File: config.mk
export PLATFORM = sky130hd
export DESIGN_NAME = pwmet_engine
export DESIGN_NICKNAME = d
export VERILOG_FILES = /design/src/rtl/pwmet_pkg.sv /design/src/rtl/pwmet_engine.sv
export SDC_FILE = /design/constraint.sdc
export NUM_CORES = 1
export LEC_CHECK = 0
export ABC_CLOCK_PERIOD_IN_PS = 7000
export BUFFER_PORTS_ARGS = -buffer_cell sky130_fd_sc_hd__buf_2
export CORE_MARGIN = 2
export CORE_UTILIZATION = 49
export CTS_CLUSTER_DIAMETER = 30
export DETAILED_ROUTE_END_ITERATION = 10
export HOLD_SLACK_MARGIN = 0.03
export PLACE_DENSITY_LB_ADDON = 0.12
export SLEW_MARGIN = 10
export SYNTH_ARGS = -nofsm -noshare
export SYNTH_HDL_FRONTEND = slang
export SYNTH_SLANG_ARGS = --single-unit
File: constraint.sdc
create_clock -name i_sys_clk -period 7 [get_ports i_sys_clk]
set_clock_uncertainty 0.05 [all_clocks]
set_input_delay 1.75 -clock i_sys_clk [delete_from_list [all_inputs] [get_ports i_sys_clk]]
set_output_delay 1.75 -clock i_sys_clk [all_outputs]
set_load 0.01 [all_outputs]
File: src/rtl/pwmet_pkg.sv
package pwmet_pkg;
  // =====================================================
  // Widths
  localparam int CW  = 14;
  localparam int FW  = 4;
  localparam int EW  = CW + FW;
  localparam int AJW = 16;
  localparam int QSH = 2;
  localparam int SW  = CW - QSH;
  localparam int DW  = 32;
  // =====================================================
  // Register byte addresses
  localparam logic [7:0] A_CTRL = 8'h00;
  localparam logic [7:0] A_PER  = 8'h04;
  localparam logic [7:0] A_EV1  = 8'h08;
  localparam logic [7:0] A_EV2  = 8'h0C;
  localparam logic [7:0] A_EV3  = 8'h10;
  localparam logic [7:0] A_EV4  = 8'h14;
  localparam logic [7:0] A_ADJA = 8'h18;
  localparam logic [7:0] A_ADJB = 8'h1C;
  localparam logic [7:0] A_SMP1 = 8'h20;
  localparam logic [7:0] A_SMP2 = 8'h24;
  localparam logic [7:0] A_PHS  = 8'h28;
  localparam logic [7:0] A_BAB  = 8'h2C;
  localparam logic [7:0] A_BAE  = 8'h30;
  localparam logic [7:0] A_BBB  = 8'h34;
  localparam logic [7:0] A_BBE  = 8'h38;
  localparam logic [7:0] A_THU  = 8'h3C;
  localparam logic [7:0] A_THL  = 8'h40;
  localparam logic [7:0] A_STAT = 8'h44;
  // =====================================================
  // Control fields and reset values
  localparam int B_EN   = 0;
  localparam int B_OPEN = 1;
  localparam int B_OS   = 2;
  localparam int B_DIV  = 4;
  localparam int B_AUTO = 8;
  localparam int B_CLIM = 9;
  localparam int B_BMAT = 10;
  localparam logic [10:0] RST_CTRL = 11'h002;
  localparam logic [CW-1:0] RST_PER = 14'h00FF;
  // =====================================================
  // Modes
  typedef enum logic [1:0] {
    PWMET_PWM = 2'b01,
    PWMET_PSH = 2'b10
  } pwmet_mode_t;
  // =====================================================
  // Interrupt divide table, setting 0 disables
  function automatic logic [7:0] div_count(input logic [3:0] s);
    case (s)
      4'h1:    div_count = 8'h00;
      4'h2:    div_count = 8'h01;
      4'h3:    div_count = 8'h03;
      4'h4:    div_count = 8'h07;
      4'h5:    div_count = 8'h0F;
      4'h6:    div_count = 8'h1F;
      4'h7:    div_count = 8'h2F;
      4'h8:    div_count = 8'h3F;
      4'h9:    div_count = 8'h4F;
      4'hA:    div_count = 8'h5F;
      4'hB:    div_count = 8'h7F;
      4'hC:    div_count = 8'h9F;
      4'hD:    div_count = 8'hBF;
      4'hE:    div_count = 8'hDF;
      4'hF:    div_count = 8'hFF;
      default: div_count = 8'h00;
    endcase
  endfunction : div_count
endpackage : pwmet_pkg

File: src/rtl/pwmet_engine.sv
// Design decisions made here: the address map and the Avalon-MM interface to the registers.
`timescale 1ns/1ps
// =====================================================
module pwmet_engine (
  input  wire logic        i_sys_clk,
  input  wire logic        i_resetn,
  input  wire logic [7:0]  i_avs_address,
  input  wire logic        i_avs_read,
  input  wire logic        i_avs_write,
  input  wire logic [31:0] i_avs_writedata,
  output logic      [31:0] o_avs_readdata,
  output logic             o_avs_waitrequest,
  input  wire logic [17:0] i_filter_duty,
  input  wire logic        i_sync_in,
  input  wire logic        i_clim,
  output logic             o_output_a,
  output logic             o_output_b,
  output logic      [3:0]  o_a_fall_fine,
  output logic      [3:0]  o_b_rise_fine,
  output logic      [3:0]  o_b_fall_fine,
  output logic             o_sync_out,
  output logic             o_error_adc_trig,
  output logic             o_smp2_trig,
  output logic             o_blank_a,
  output logic             o_blank_b,
  output logic             o_period_irq,
  output logic             o_gadc_trig,
  output logic      [1:0]  o_mode
);
  localparam int CW  = pwmet_pkg::CW;
  localparam int EW  = pwmet_pkg::EW;
  localparam int FW  = pwmet_pkg::FW;
  localparam int AJW = pwmet_pkg::AJW;
  localparam int SW  = pwmet_pkg::SW;
  logic [10:0]    ctrl_r;
  logic [CW-1:0]  per_r, per_sh, cnt_r, ev1_r, ev1_sh;
  logic [EW-1:0]  ev2_r, ev3_r, ev4_r, ev2_sh, ev3_sh, ev4_sh;
  logic [AJW-1:0] adja_r, adjb_r, adja_sh, adjb_sh;
  logic [SW-1:0]  smp1_r, smp2_r;
  logic [CW-1:0]  phs_r, bab_r, bae_r, bbb_r, bbe_r, phs_sh;
  logic [EW-1:0]  thu_r, thl_r;
  logic           ack_r;
  logic [31:0]    rdata_r;
  logic           sync_s1, sync_s2, sync_s3, clim_s1, clim_s2;
  logic           en, ld, per_end, sync_rise, clim_trip;
  logic [EW-1:0]  ev2_eff, a_fall, b_fall;
  logic [CW-1:0]  phs_eff, b_fall_c, a_wid_r;
  logic           trunc_r;
  logic [CW-1:0]  nxt_smp_r, os_step;
  logic [3:0]     os_left_r;
  logic           os_hit;
  logic [7:0]     div_r;
  pwmet_pkg::pwmet_mode_t mode_r;

  function automatic logic [EW-1:0] add_adj(input logic [EW-1:0] e,
                                            input logic [AJW-1:0] a);
    add_adj = e + {{(EW-AJW){a[AJW-1]}}, a};
  endfunction : add_adj
  function automatic logic [CW-1:0] q2f(input logic [SW-1:0] s);
    q2f = {s, {pwmet_pkg::QSH{1'b0}}};
  endfunction : q2f

  // =====================================================
  // Bus slave: one wait state on every access
  assign o_avs_waitrequest = (i_avs_read | i_avs_write) & ~ack_r;
  assign o_avs_readdata    = rdata_r;
  always_ff @(posedge i_sys_clk) begin
    if (!i_resetn) begin
      ack_r <= 1'b0;
    end else begin
      ack_r <= (i_avs_read | i_avs_write) & ~ack_r;
    end
  end
  always_ff @(posedge i_sys_clk) begin
    if (!i_resetn) begin
      rdata_r <= 32'h0000_0000;
    end else if (i_avs_read & ~ack_r) begin
      case (i_avs_address)
        pwmet_pkg::A_CTRL: rdata_r <= 32'(ctrl_r);
        pwmet_pkg::A_PER:  rdata_r <= 32'(per_r);
        pwmet_pkg::A_EV1:  rdata_r <= 32'(ev1_r);
        pwmet_pkg::A_EV2:  rdata_r <= 32'(ev2_r);
        pwmet_pkg::A_EV3:  rdata_r <= 32'(ev3_r);
        pwmet_pkg::A_EV4:  rdata_r <= 32'(ev4_r);
        pwmet_pkg::A_ADJA: rdata_r <= 32'(adja_r);
        pwmet_pkg::A_ADJB: rdata_r <= 32'(adjb_r);
        pwmet_pkg::A_SMP1: rdata_r <= 32'(smp1_r);
        pwmet_pkg::A_SMP2: rdata_r <= 32'(smp2_r);
        pwmet_pkg::A_PHS:  rdata_r <= 32'(phs_r);
        pwmet_pkg::A_BAB:  rdata_r <= 32'(bab_r);
        pwmet_pkg::A_BAE:  rdata_r <= 32'(bae_r);
        pwmet_pkg::A_BBB:  rdata_r <= 32'(bbb_r);
        pwmet_pkg::A_BBE:  rdata_r <= 32'(bbe_r);
        pwmet_pkg::A_THU:  rdata_r <= 32'(thu_r);
        pwmet_pkg::A_THL:  rdata_r <= 32'(thl_r);
        pwmet_pkg::A_STAT: rdata_r <= 32'({mode_r, trunc_r, o_output_a,
                                           o_output_b, cnt_r});
        default:           rdata_r <= 32'h0000_0000;
      endcase
    end
  end
  always_ff @(posedge i_sys_clk) begin
    if (!i_resetn) begin
      ctrl_r <= pwmet_pkg::RST_CTRL;
      per_r  <= pwmet_pkg::RST_PER;
      {ev1_r, ev2_r, ev3_r, ev4_r, adja_r, adjb_r} <= '0;
      {smp1_r, smp2_r, phs_r, bab_r, bae_r, bbb_r, bbe_r} <= '0;
      {thu_r, thl_r} <= '0;
    end else if (i_avs_write & ack_r) begin
      case (i_avs_address)
        pwmet_pkg::A_CTRL: ctrl_r <= i_avs_writedata[10:0];
        pwmet_pkg::A_PER:  per_r  <= i_avs_writedata[CW-1:0];
        pwmet_pkg::A_EV1:  ev1_r  <= i_avs_writedata[CW-1:0];
        pwmet_pkg::A_EV2:  ev2_r  <= i_avs_writedata[EW-1:0];
        pwmet_pkg::A_EV3:  ev3_r  <= i_avs_writedata[EW-1:0];
        pwmet_pkg::A_EV4:  ev4_r  <= i_avs_writedata[EW-1:0];
        pwmet_pkg::A_ADJA: adja_r <= i_avs_writedata[AJW-1:0];
        pwmet_pkg::A_ADJB: adjb_r <= i_avs_writedata[AJW-1:0];
        pwmet_pkg::A_SMP1: smp1_r <= i_avs_writedata[SW-1:0];
        pwmet_pkg::A_SMP2: smp2_r <= i_avs_writedata[SW-1:0];
        pwmet_pkg::A_PHS:  phs_r  <= i_avs_writedata[CW-1:0];
        pwmet_pkg::A_BAB:  bab_r  <= i_avs_writedata[CW-1:0];
        pwmet_pkg::A_BAE:  bae_r  <= i_avs_writedata[CW-1:0];
        pwmet_pkg::A_BBB:  bbb_r  <= i_avs_writedata[CW-1:0];
        pwmet_pkg::A_BBE:  bbe_r  <= i_avs_writedata[CW-1:0];
        pwmet_pkg::A_THU:  thu_r  <= i_avs_writedata[EW-1:0];
        pwmet_pkg::A_THL:  thl_r  <= i_avs_writedata[EW-1:0];
        default: ;
      endcase
    end
  end

  // =====================================================
  // Pin synchronisers
  always_ff @(posedge i_sys_clk) begin
    if (!i_resetn) begin
      {sync_s1, sync_s2, sync_s3, clim_s1, clim_s2} <= '0;
    end else begin
      sync_s1 <= i_sync_in;
      sync_s2 <= sync_s1;
      sync_s3 <= sync_s2;
      clim_s1 <= i_clim;
      clim_s2 <= clim_s1;
    end
  end

  // =====================================================
  // Time base and shadows
  assign en        = ctrl_r[pwmet_pkg::B_EN];
  assign sync_rise = sync_s2 & ~sync_s3;
  assign per_end   = (cnt_r == per_sh);
  assign ld        = per_end | ~en;
  always_ff @(posedge i_sys_clk) begin
    if (!i_resetn) begin
      cnt_r <= '0;
    end else if (!en || sync_rise) begin
      cnt_r <= '0;
    end else if (per_end) begin
      cnt_r <= '0;
    end else begin
      cnt_r <= cnt_r + 1'b1;
    end
  end
  // Loading only at wrap or while disabled avoids runt pulses on reprogramming
  always_ff @(posedge i_sys_clk) begin
    if (!i_resetn) begin
      per_sh <= pwmet_pkg::RST_PER;
      {ev1_sh, ev2_sh, ev3_sh, ev4_sh, adja_sh, adjb_sh, phs_sh} <= '0;
    end else if (ld) begin
      per_sh  <= per_r;
      ev1_sh  <= ev1_r;
      ev2_sh  <= ev2_r;
      ev3_sh  <= ev3_r;
      ev4_sh  <= ev4_r;
      adja_sh <= adja_r;
      adjb_sh <= adjb_r;
      phs_sh  <= phs_r;
    end
  end

  // =====================================================
  // Mode selection with hysteresis
  always_ff @(posedge i_sys_clk) begin
    if (!i_resetn) begin
      mode_r <= pwmet_pkg::PWMET_PWM;
    end else if (!ctrl_r[pwmet_pkg::B_AUTO]) begin
      mode_r <= pwmet_pkg::PWMET_PWM;
    end else begin
      case (mode_r)
        pwmet_pkg::PWMET_PWM:
          if (i_filter_duty > thu_r) mode_r <= pwmet_pkg::PWMET_PSH;
        pwmet_pkg::PWMET_PSH:
          if (i_filter_duty < thl_r) mode_r <= pwmet_pkg::PWMET_PWM;
        default: mode_r <= pwmet_pkg::PWMET_PWM;
      endcase
    end
  end
  // Closed loop: PWM mode modulates duty, phase shift mode the phase
  always_comb begin
    ev2_eff = ev2_sh;
    phs_eff = phs_sh;
    if (!ctrl_r[pwmet_pkg::B_OPEN]) begin
      if (mode_r == pwmet_pkg::PWMET_PSH) begin
        phs_eff = i_filter_duty[EW-1:FW];
      end else begin
        ev2_eff = i_filter_duty;
      end
    end
  end
  assign a_fall   = add_adj(ev2_eff, adja_sh);
  assign b_fall   = add_adj(ev4_sh, adjb_sh);
  assign b_fall_c = (ctrl_r[pwmet_pkg::B_BMAT] && trunc_r)
                  ? ev3_sh[EW-1:FW] + a_wid_r
                  : b_fall[EW-1:FW];
  assign clim_trip = ctrl_r[pwmet_pkg::B_CLIM] & o_output_a & clim_s2;

  // =====================================================
  // Outputs A and B, fall wins over rise
  always_ff @(posedge i_sys_clk) begin
    if (!i_resetn) begin
      o_output_a <= 1'b0;
    end else if (!en || clim_trip) begin
      o_output_a <= 1'b0;
    end else if (cnt_r == a_fall[EW-1:FW]) begin
      o_output_a <= 1'b0;
    end else if (cnt_r == ev1_sh) begin
      o_output_a <= 1'b1;
    end
  end
  always_ff @(posedge i_sys_clk) begin
    if (!i_resetn) begin
      o_output_b <= 1'b0;
    end else if (!en || cnt_r == b_fall_c) begin
      o_output_b <= 1'b0;
    end else if (cnt_r == ev3_sh[EW-1:FW]) begin
      o_output_b <= 1'b1;
    end
  end
  always_ff @(posedge i_sys_clk) begin
    if (!i_resetn) begin
      trunc_r <= 1'b0;
      a_wid_r <= '0;
    end else if (clim_trip) begin
      trunc_r <= 1'b1;
      a_wid_r <= cnt_r - ev1_sh;
    end else if (ld) begin
      trunc_r <= 1'b0;
    end
  end
  // Fine phase selects for the delay-line edge placer
  always_ff @(posedge i_sys_clk) begin
    if (!i_resetn) begin
      {o_a_fall_fine, o_b_rise_fine, o_b_fall_fine} <= '0;
    end else begin
      o_a_fall_fine <= a_fall[FW-1:0];
      o_b_rise_fine <= ev3_sh[FW-1:0];
      o_b_fall_fine <= b_fall[FW-1:0];
    end
  end

  // =====================================================
  // Sync, sample triggers and blanking
  // Sample counts are quarter-rate units, scaled up here
  assign os_step = per_sh >> ctrl_r[pwmet_pkg::B_OS +: 2];
  assign os_hit  = en && (os_left_r != 4'h0) && (cnt_r == nxt_smp_r);
  always_ff @(posedge i_sys_clk) begin
    if (!i_resetn) begin
      nxt_smp_r <= '0;
      os_left_r <= 4'h0;
    end else if (os_hit) begin
      nxt_smp_r <= nxt_smp_r + os_step;
      os_left_r <= os_left_r - 4'h1;
    end else if (ld) begin
      nxt_smp_r <= q2f(smp1_r);
      os_left_r <= 4'h1 << ctrl_r[pwmet_pkg::B_OS +: 2];
    end
  end
  always_ff @(posedge i_sys_clk) begin
    if (!i_resetn) begin
      {o_error_adc_trig, o_smp2_trig, o_sync_out} <= '0;
    end else begin
      o_error_adc_trig <= os_hit;
      o_smp2_trig <= en && (cnt_r == q2f(smp2_r));
      o_sync_out  <= en && (cnt_r == phs_eff);
    end
  end
  always_ff @(posedge i_sys_clk) begin
    if (!i_resetn) begin
      {o_blank_a, o_blank_b} <= '0;
    end else if (!en) begin
      {o_blank_a, o_blank_b} <= '0;
    end else begin
      if (cnt_r == bae_r) o_blank_a <= 1'b0;
      else if (cnt_r == bab_r) o_blank_a <= 1'b1;
      if (cnt_r == bbe_r) o_blank_b <= 1'b0;
      else if (cnt_r == bbb_r) o_blank_b <= 1'b1;
    end
  end

  // =====================================================
  // Period interrupt divider
  always_ff @(posedge i_sys_clk) begin
    if (!i_resetn) begin
      div_r        <= 8'h00;
      o_period_irq <= 1'b0;
      o_gadc_trig  <= 1'b0;
    end else begin
      o_period_irq <= 1'b0;
      o_gadc_trig  <= 1'b0;
      if (!en || ctrl_r[pwmet_pkg::B_DIV +: 4] == 4'h0) begin
        div_r <= 8'h00;
      end else if (per_end) begin
        if (div_r >= pwmet_pkg::div_count(ctrl_r[pwmet_pkg::B_DIV +: 4]))
        begin
          div_r        <= 8'h00;
          o_period_irq <= 1'b1;
          o_gadc_trig  <= 1'b1;
        end else begin
          div_r <= div_r + 8'h01;
        end
      end
    end
  end

  assign o_mode = mode_r;
endmodule : pwmet_engine

==> flow_summary.ini <==
[timing]
post-route-period-util = 0.632
final_period_minus_worst_setup_slack_ns = 4.43
setup_tns_ns = 0
tightest_pin_transition_ns = 1.12
max_slew_margin = 0.256
max_freq_mhz = 226
grt_setup_unrepaired = false
setup_viol = 0
final_max_slew_viol_count = 0
final.hold.worst_slack_ns = 0.394
finalHoldViolCount = 0

[drt]
dr.first_iter.drc_count = 2896
routed_wl_mm = 107
routedWlPerCell_microns = 25.4
num_vias = 25900
drt_pre_antenna_iters = 7
detail-route-antenna-nets = 0
vias_per_cell = 6.17
drc_errors = 0

[floorplanning]
ioPinCount = 120
fp.dieW_microns = 236
design.core.area_sq_mm = 0.0529
chipHeight_microns = 236
die_area_sq_mm = 0.0556
placement_rows = 84
initial_core_utilization = 0.498

[global_route]
initial_antenna_violation_count = 8
grt_pass1_wl_mm = 156
gr-usage-all-layers = 0.374
globalRoute.totalOverflow = 0
first_global_vias = 24200
grt_max_degree = 156

[logic_synthesis]
number_of_different_library_cells_in_the_post_synthesis_netlist = 87
yosys.area.top_type_share = 0.375
synth.cell_area_sq_mm = 0.0263
synth.most_common_cell = nand2_1
avgSynthCellArea_sq_um = 7.77
post_synth_main_area_contributors = dfxtp_1 (38%), nand2_1 (12%), a21oi_1 (8.5%)
synth.yosys.warnings = 0
ys_dominant_reg_cell = dfxtp_1
yosys_top_cell_by_area = dfxtp_1
synth_enable_flop_cells = 0
synthCells = 3386
yosysSeqAreaShare = 0.375
most_used_standard_cells_in_the_synthesized_netlist = nand2_1 (871), dfxtp_1 (493), a21oi_1 (449)
synth.ff_latch_count = 493
synth_async_sr_flop_share = 0

[clocking]
tritoncts = built
path_clk_slew_ns = 0.05
post_cts_resized = 0
postCtsSetupRepairBufs = 0
post_cts_hold_buffer_count = 0
bufs_on_longest_clock_path = 3
cts-buffers-inserted = 113
clk_root_buffer_cell = clkbuf_16
h-tree-depth = 3
clk-insertion-delay-late_ns = 0.66
clkSinkCount = 493

[status]
outcome = completed

[final_layout]
final.fill_count = 4770
finish.net_count = 3596
multi_input_area_sq_mm = 0.0151
area_occupied_by_registers_sq_mm = 0.00987
final_core_utilization = 0.591
post_route_cells_drive_above_1_share = 0.113
synthToLayoutAreaGrowth_pct = 18.8
stdcell_area_sq_mm = 0.0312

[place]
dp_hpwl_mm = 74.4
io_buffers = 92
gpl.final_weighted_congestion = 1.06
post_dp_cell_area_sq_mm = 0.0271

[setup_path]
worst_ep_arrival_time_ns = 4.90
setup.worst_path.start_class = register
critPathMostFrequentCell = a2111oi_0
critical_path_peak_fanout = 18
required_worst_endpoint_ns = 7.47
timing_worst_setup_path_type = reg -> reg
cp-end-kind = register
cpPeakStageDelay_ns = 0.69
crit_slowest_cell = a2111oi_0
crit_chain = nand2b_1, nor2b_1, buf_4, mux2_2, ha_1, inv_1, fa_1, nand3b_1, a21boi_1, o211ai_1, a21oi_1, a21o_1, a2111oi_0, o21ai_1, a2111oi_0, a31oi_1

[min_path]
worst_hold_path_type = reg -> reg

[power_and_ir_drop]
share_comb_of_total_power = 0.022
p_switching_mw = 1.97
ir_worst_vdd_mv = 0.222
leakage_nw = 11.8
cell_internal_power_mw = 6.77
switching_share = 0.226
power_frac_clock = 0.656
fin_total_pwr_mw = 8.74
sequentialPowerShare = 0.323
power.density_cell_area_mw_per_mm2 = 280

[job]
drv.max_cap_violation_count = 0
routing by layer:
| metal | GRT usage | up-vias | wire length [microns] |
|---|---|---|---|
| li1 | - | 11700 | - |
| met1 | 0.488 | 12300 | 43000 |
| met2 | 0.561 | 1514 | 45400 |
| met3 | 0.0992 | 362 | 11500 |
| met4 | 0.207 | 8 | 6660 |
| met5 | 0 | - | 58 |
stage by stage:
step	cells	setup slack [ns]
4_1_cts	4187	2.58
5_1_grt	4187	2.26
2_1_floorplan	3398	2.66
3_3_place_gp	3974	2.03
3_5_place_dp	3974	1.97
6_report	4191	2.57
sequential cells by signal, indices dropped and copies added (netlist names), 16 cells and up, named ones only:
signal and flops:
o_avs_readdata 19, thl_r 18, ev4_r 18, adjb_r 16, adja_r 16, adja_sh 16, ev2_r 18, ev2_sh 18
ev4_sh 18, thu_r 18, ev3_sh 18, adjb_sh 16, ev3_r 18
final cells by class:
class / count / share of cell area
Sequential cell: 493 / 0.316
Clock buffer: 132 / 0.0979
Tap cell: 688 / 0.0276
Clock inverter: 81 / 0.0360
Antenna cell: 4 / 0.000320
Inverter: 105 / 0.0129
Multi-Input combinational cell: 2549 / 0.483
Timing Repair Buffer: 139 / 0.0264
kinds of logic (layout without fill, tap and decap cells):
family                   Yosys count  in the layout  synth area share
flip-flops                       493            493             0.375
AND/OR/NAND/NOR                 1315           1315             0.215
AO/OA/AOI/OAI                    823            823             0.195
XOR/XNOR                         213            213            0.0714
other                              1             17          0.000143
buffers and inverters            356            457            0.0537
adder cells (fa/ha/maj)          131            131            0.0637
multiplexers                      54             54            0.0262
critical path, delay by kind of cell (launching register included):
kind                       cells  cell delay, ns
AOI/OAI and AO/OA              8            2.08
adders and majority gates      2            0.40
buffers and inverters          2            0.37
DFF                            1            0.46
muxes                          1            0.37
and+or+nand+nor                3            0.55
cell usage in the layout (no fill, tap or decap), drive strengths merged, types with 21 or more instances in the layout:
master / netlist / final
nand2: 871 / 871
inv: 105 / 114
bufinv: 0 / 21
buf: 51 / 139
a22oi: 52 / 52
xnor2: 119 / 119
nor2: 141 / 141
a221oi: 44 / 44
dfxtp: 493 / 493
clkinv: 0 / 37
a31oi: 28 / 28
a21o: 37 / 37
nor4: 25 / 25
nand3: 64 / 64
a21oi: 449 / 449
clkbuf: 200 / 132
a22o: 40 / 40
o21ai: 54 / 54
nor3: 33 / 33
xor2: 93 / 93
ha: 126 / 126
and3: 26 / 26
nand4: 39 / 39
mux2i: 26 / 26
and2: 34 / 34
a211oi: 24 / 24
worst paths after layout:
check            start         end  slack [ns]  cells past startpoint
max          o_mode[0]  o_output_a        2.57                     16
min          ev3_sh[0]   ev3_sh[0]        0.39                      2
max reg2reg  o_mode[0]  o_output_a        2.57                     16
min reg2reg  ev3_sh[0]   ev3_sh[0]        0.39                      2
power by group through the flow:
stage	Clock [mW]	Sequential [mW]	Combinational [mW]
finish	5.73	2.82	0.189
floorplan	0	2.87	0.0998
global placement	0	2.87	0.177
global route	5.90	2.82	0.193
CTS	5.75	2.82	0.180
detailed placement	0	2.87	0.179
No activity file was read; power rests on OpenSTA's default activity.
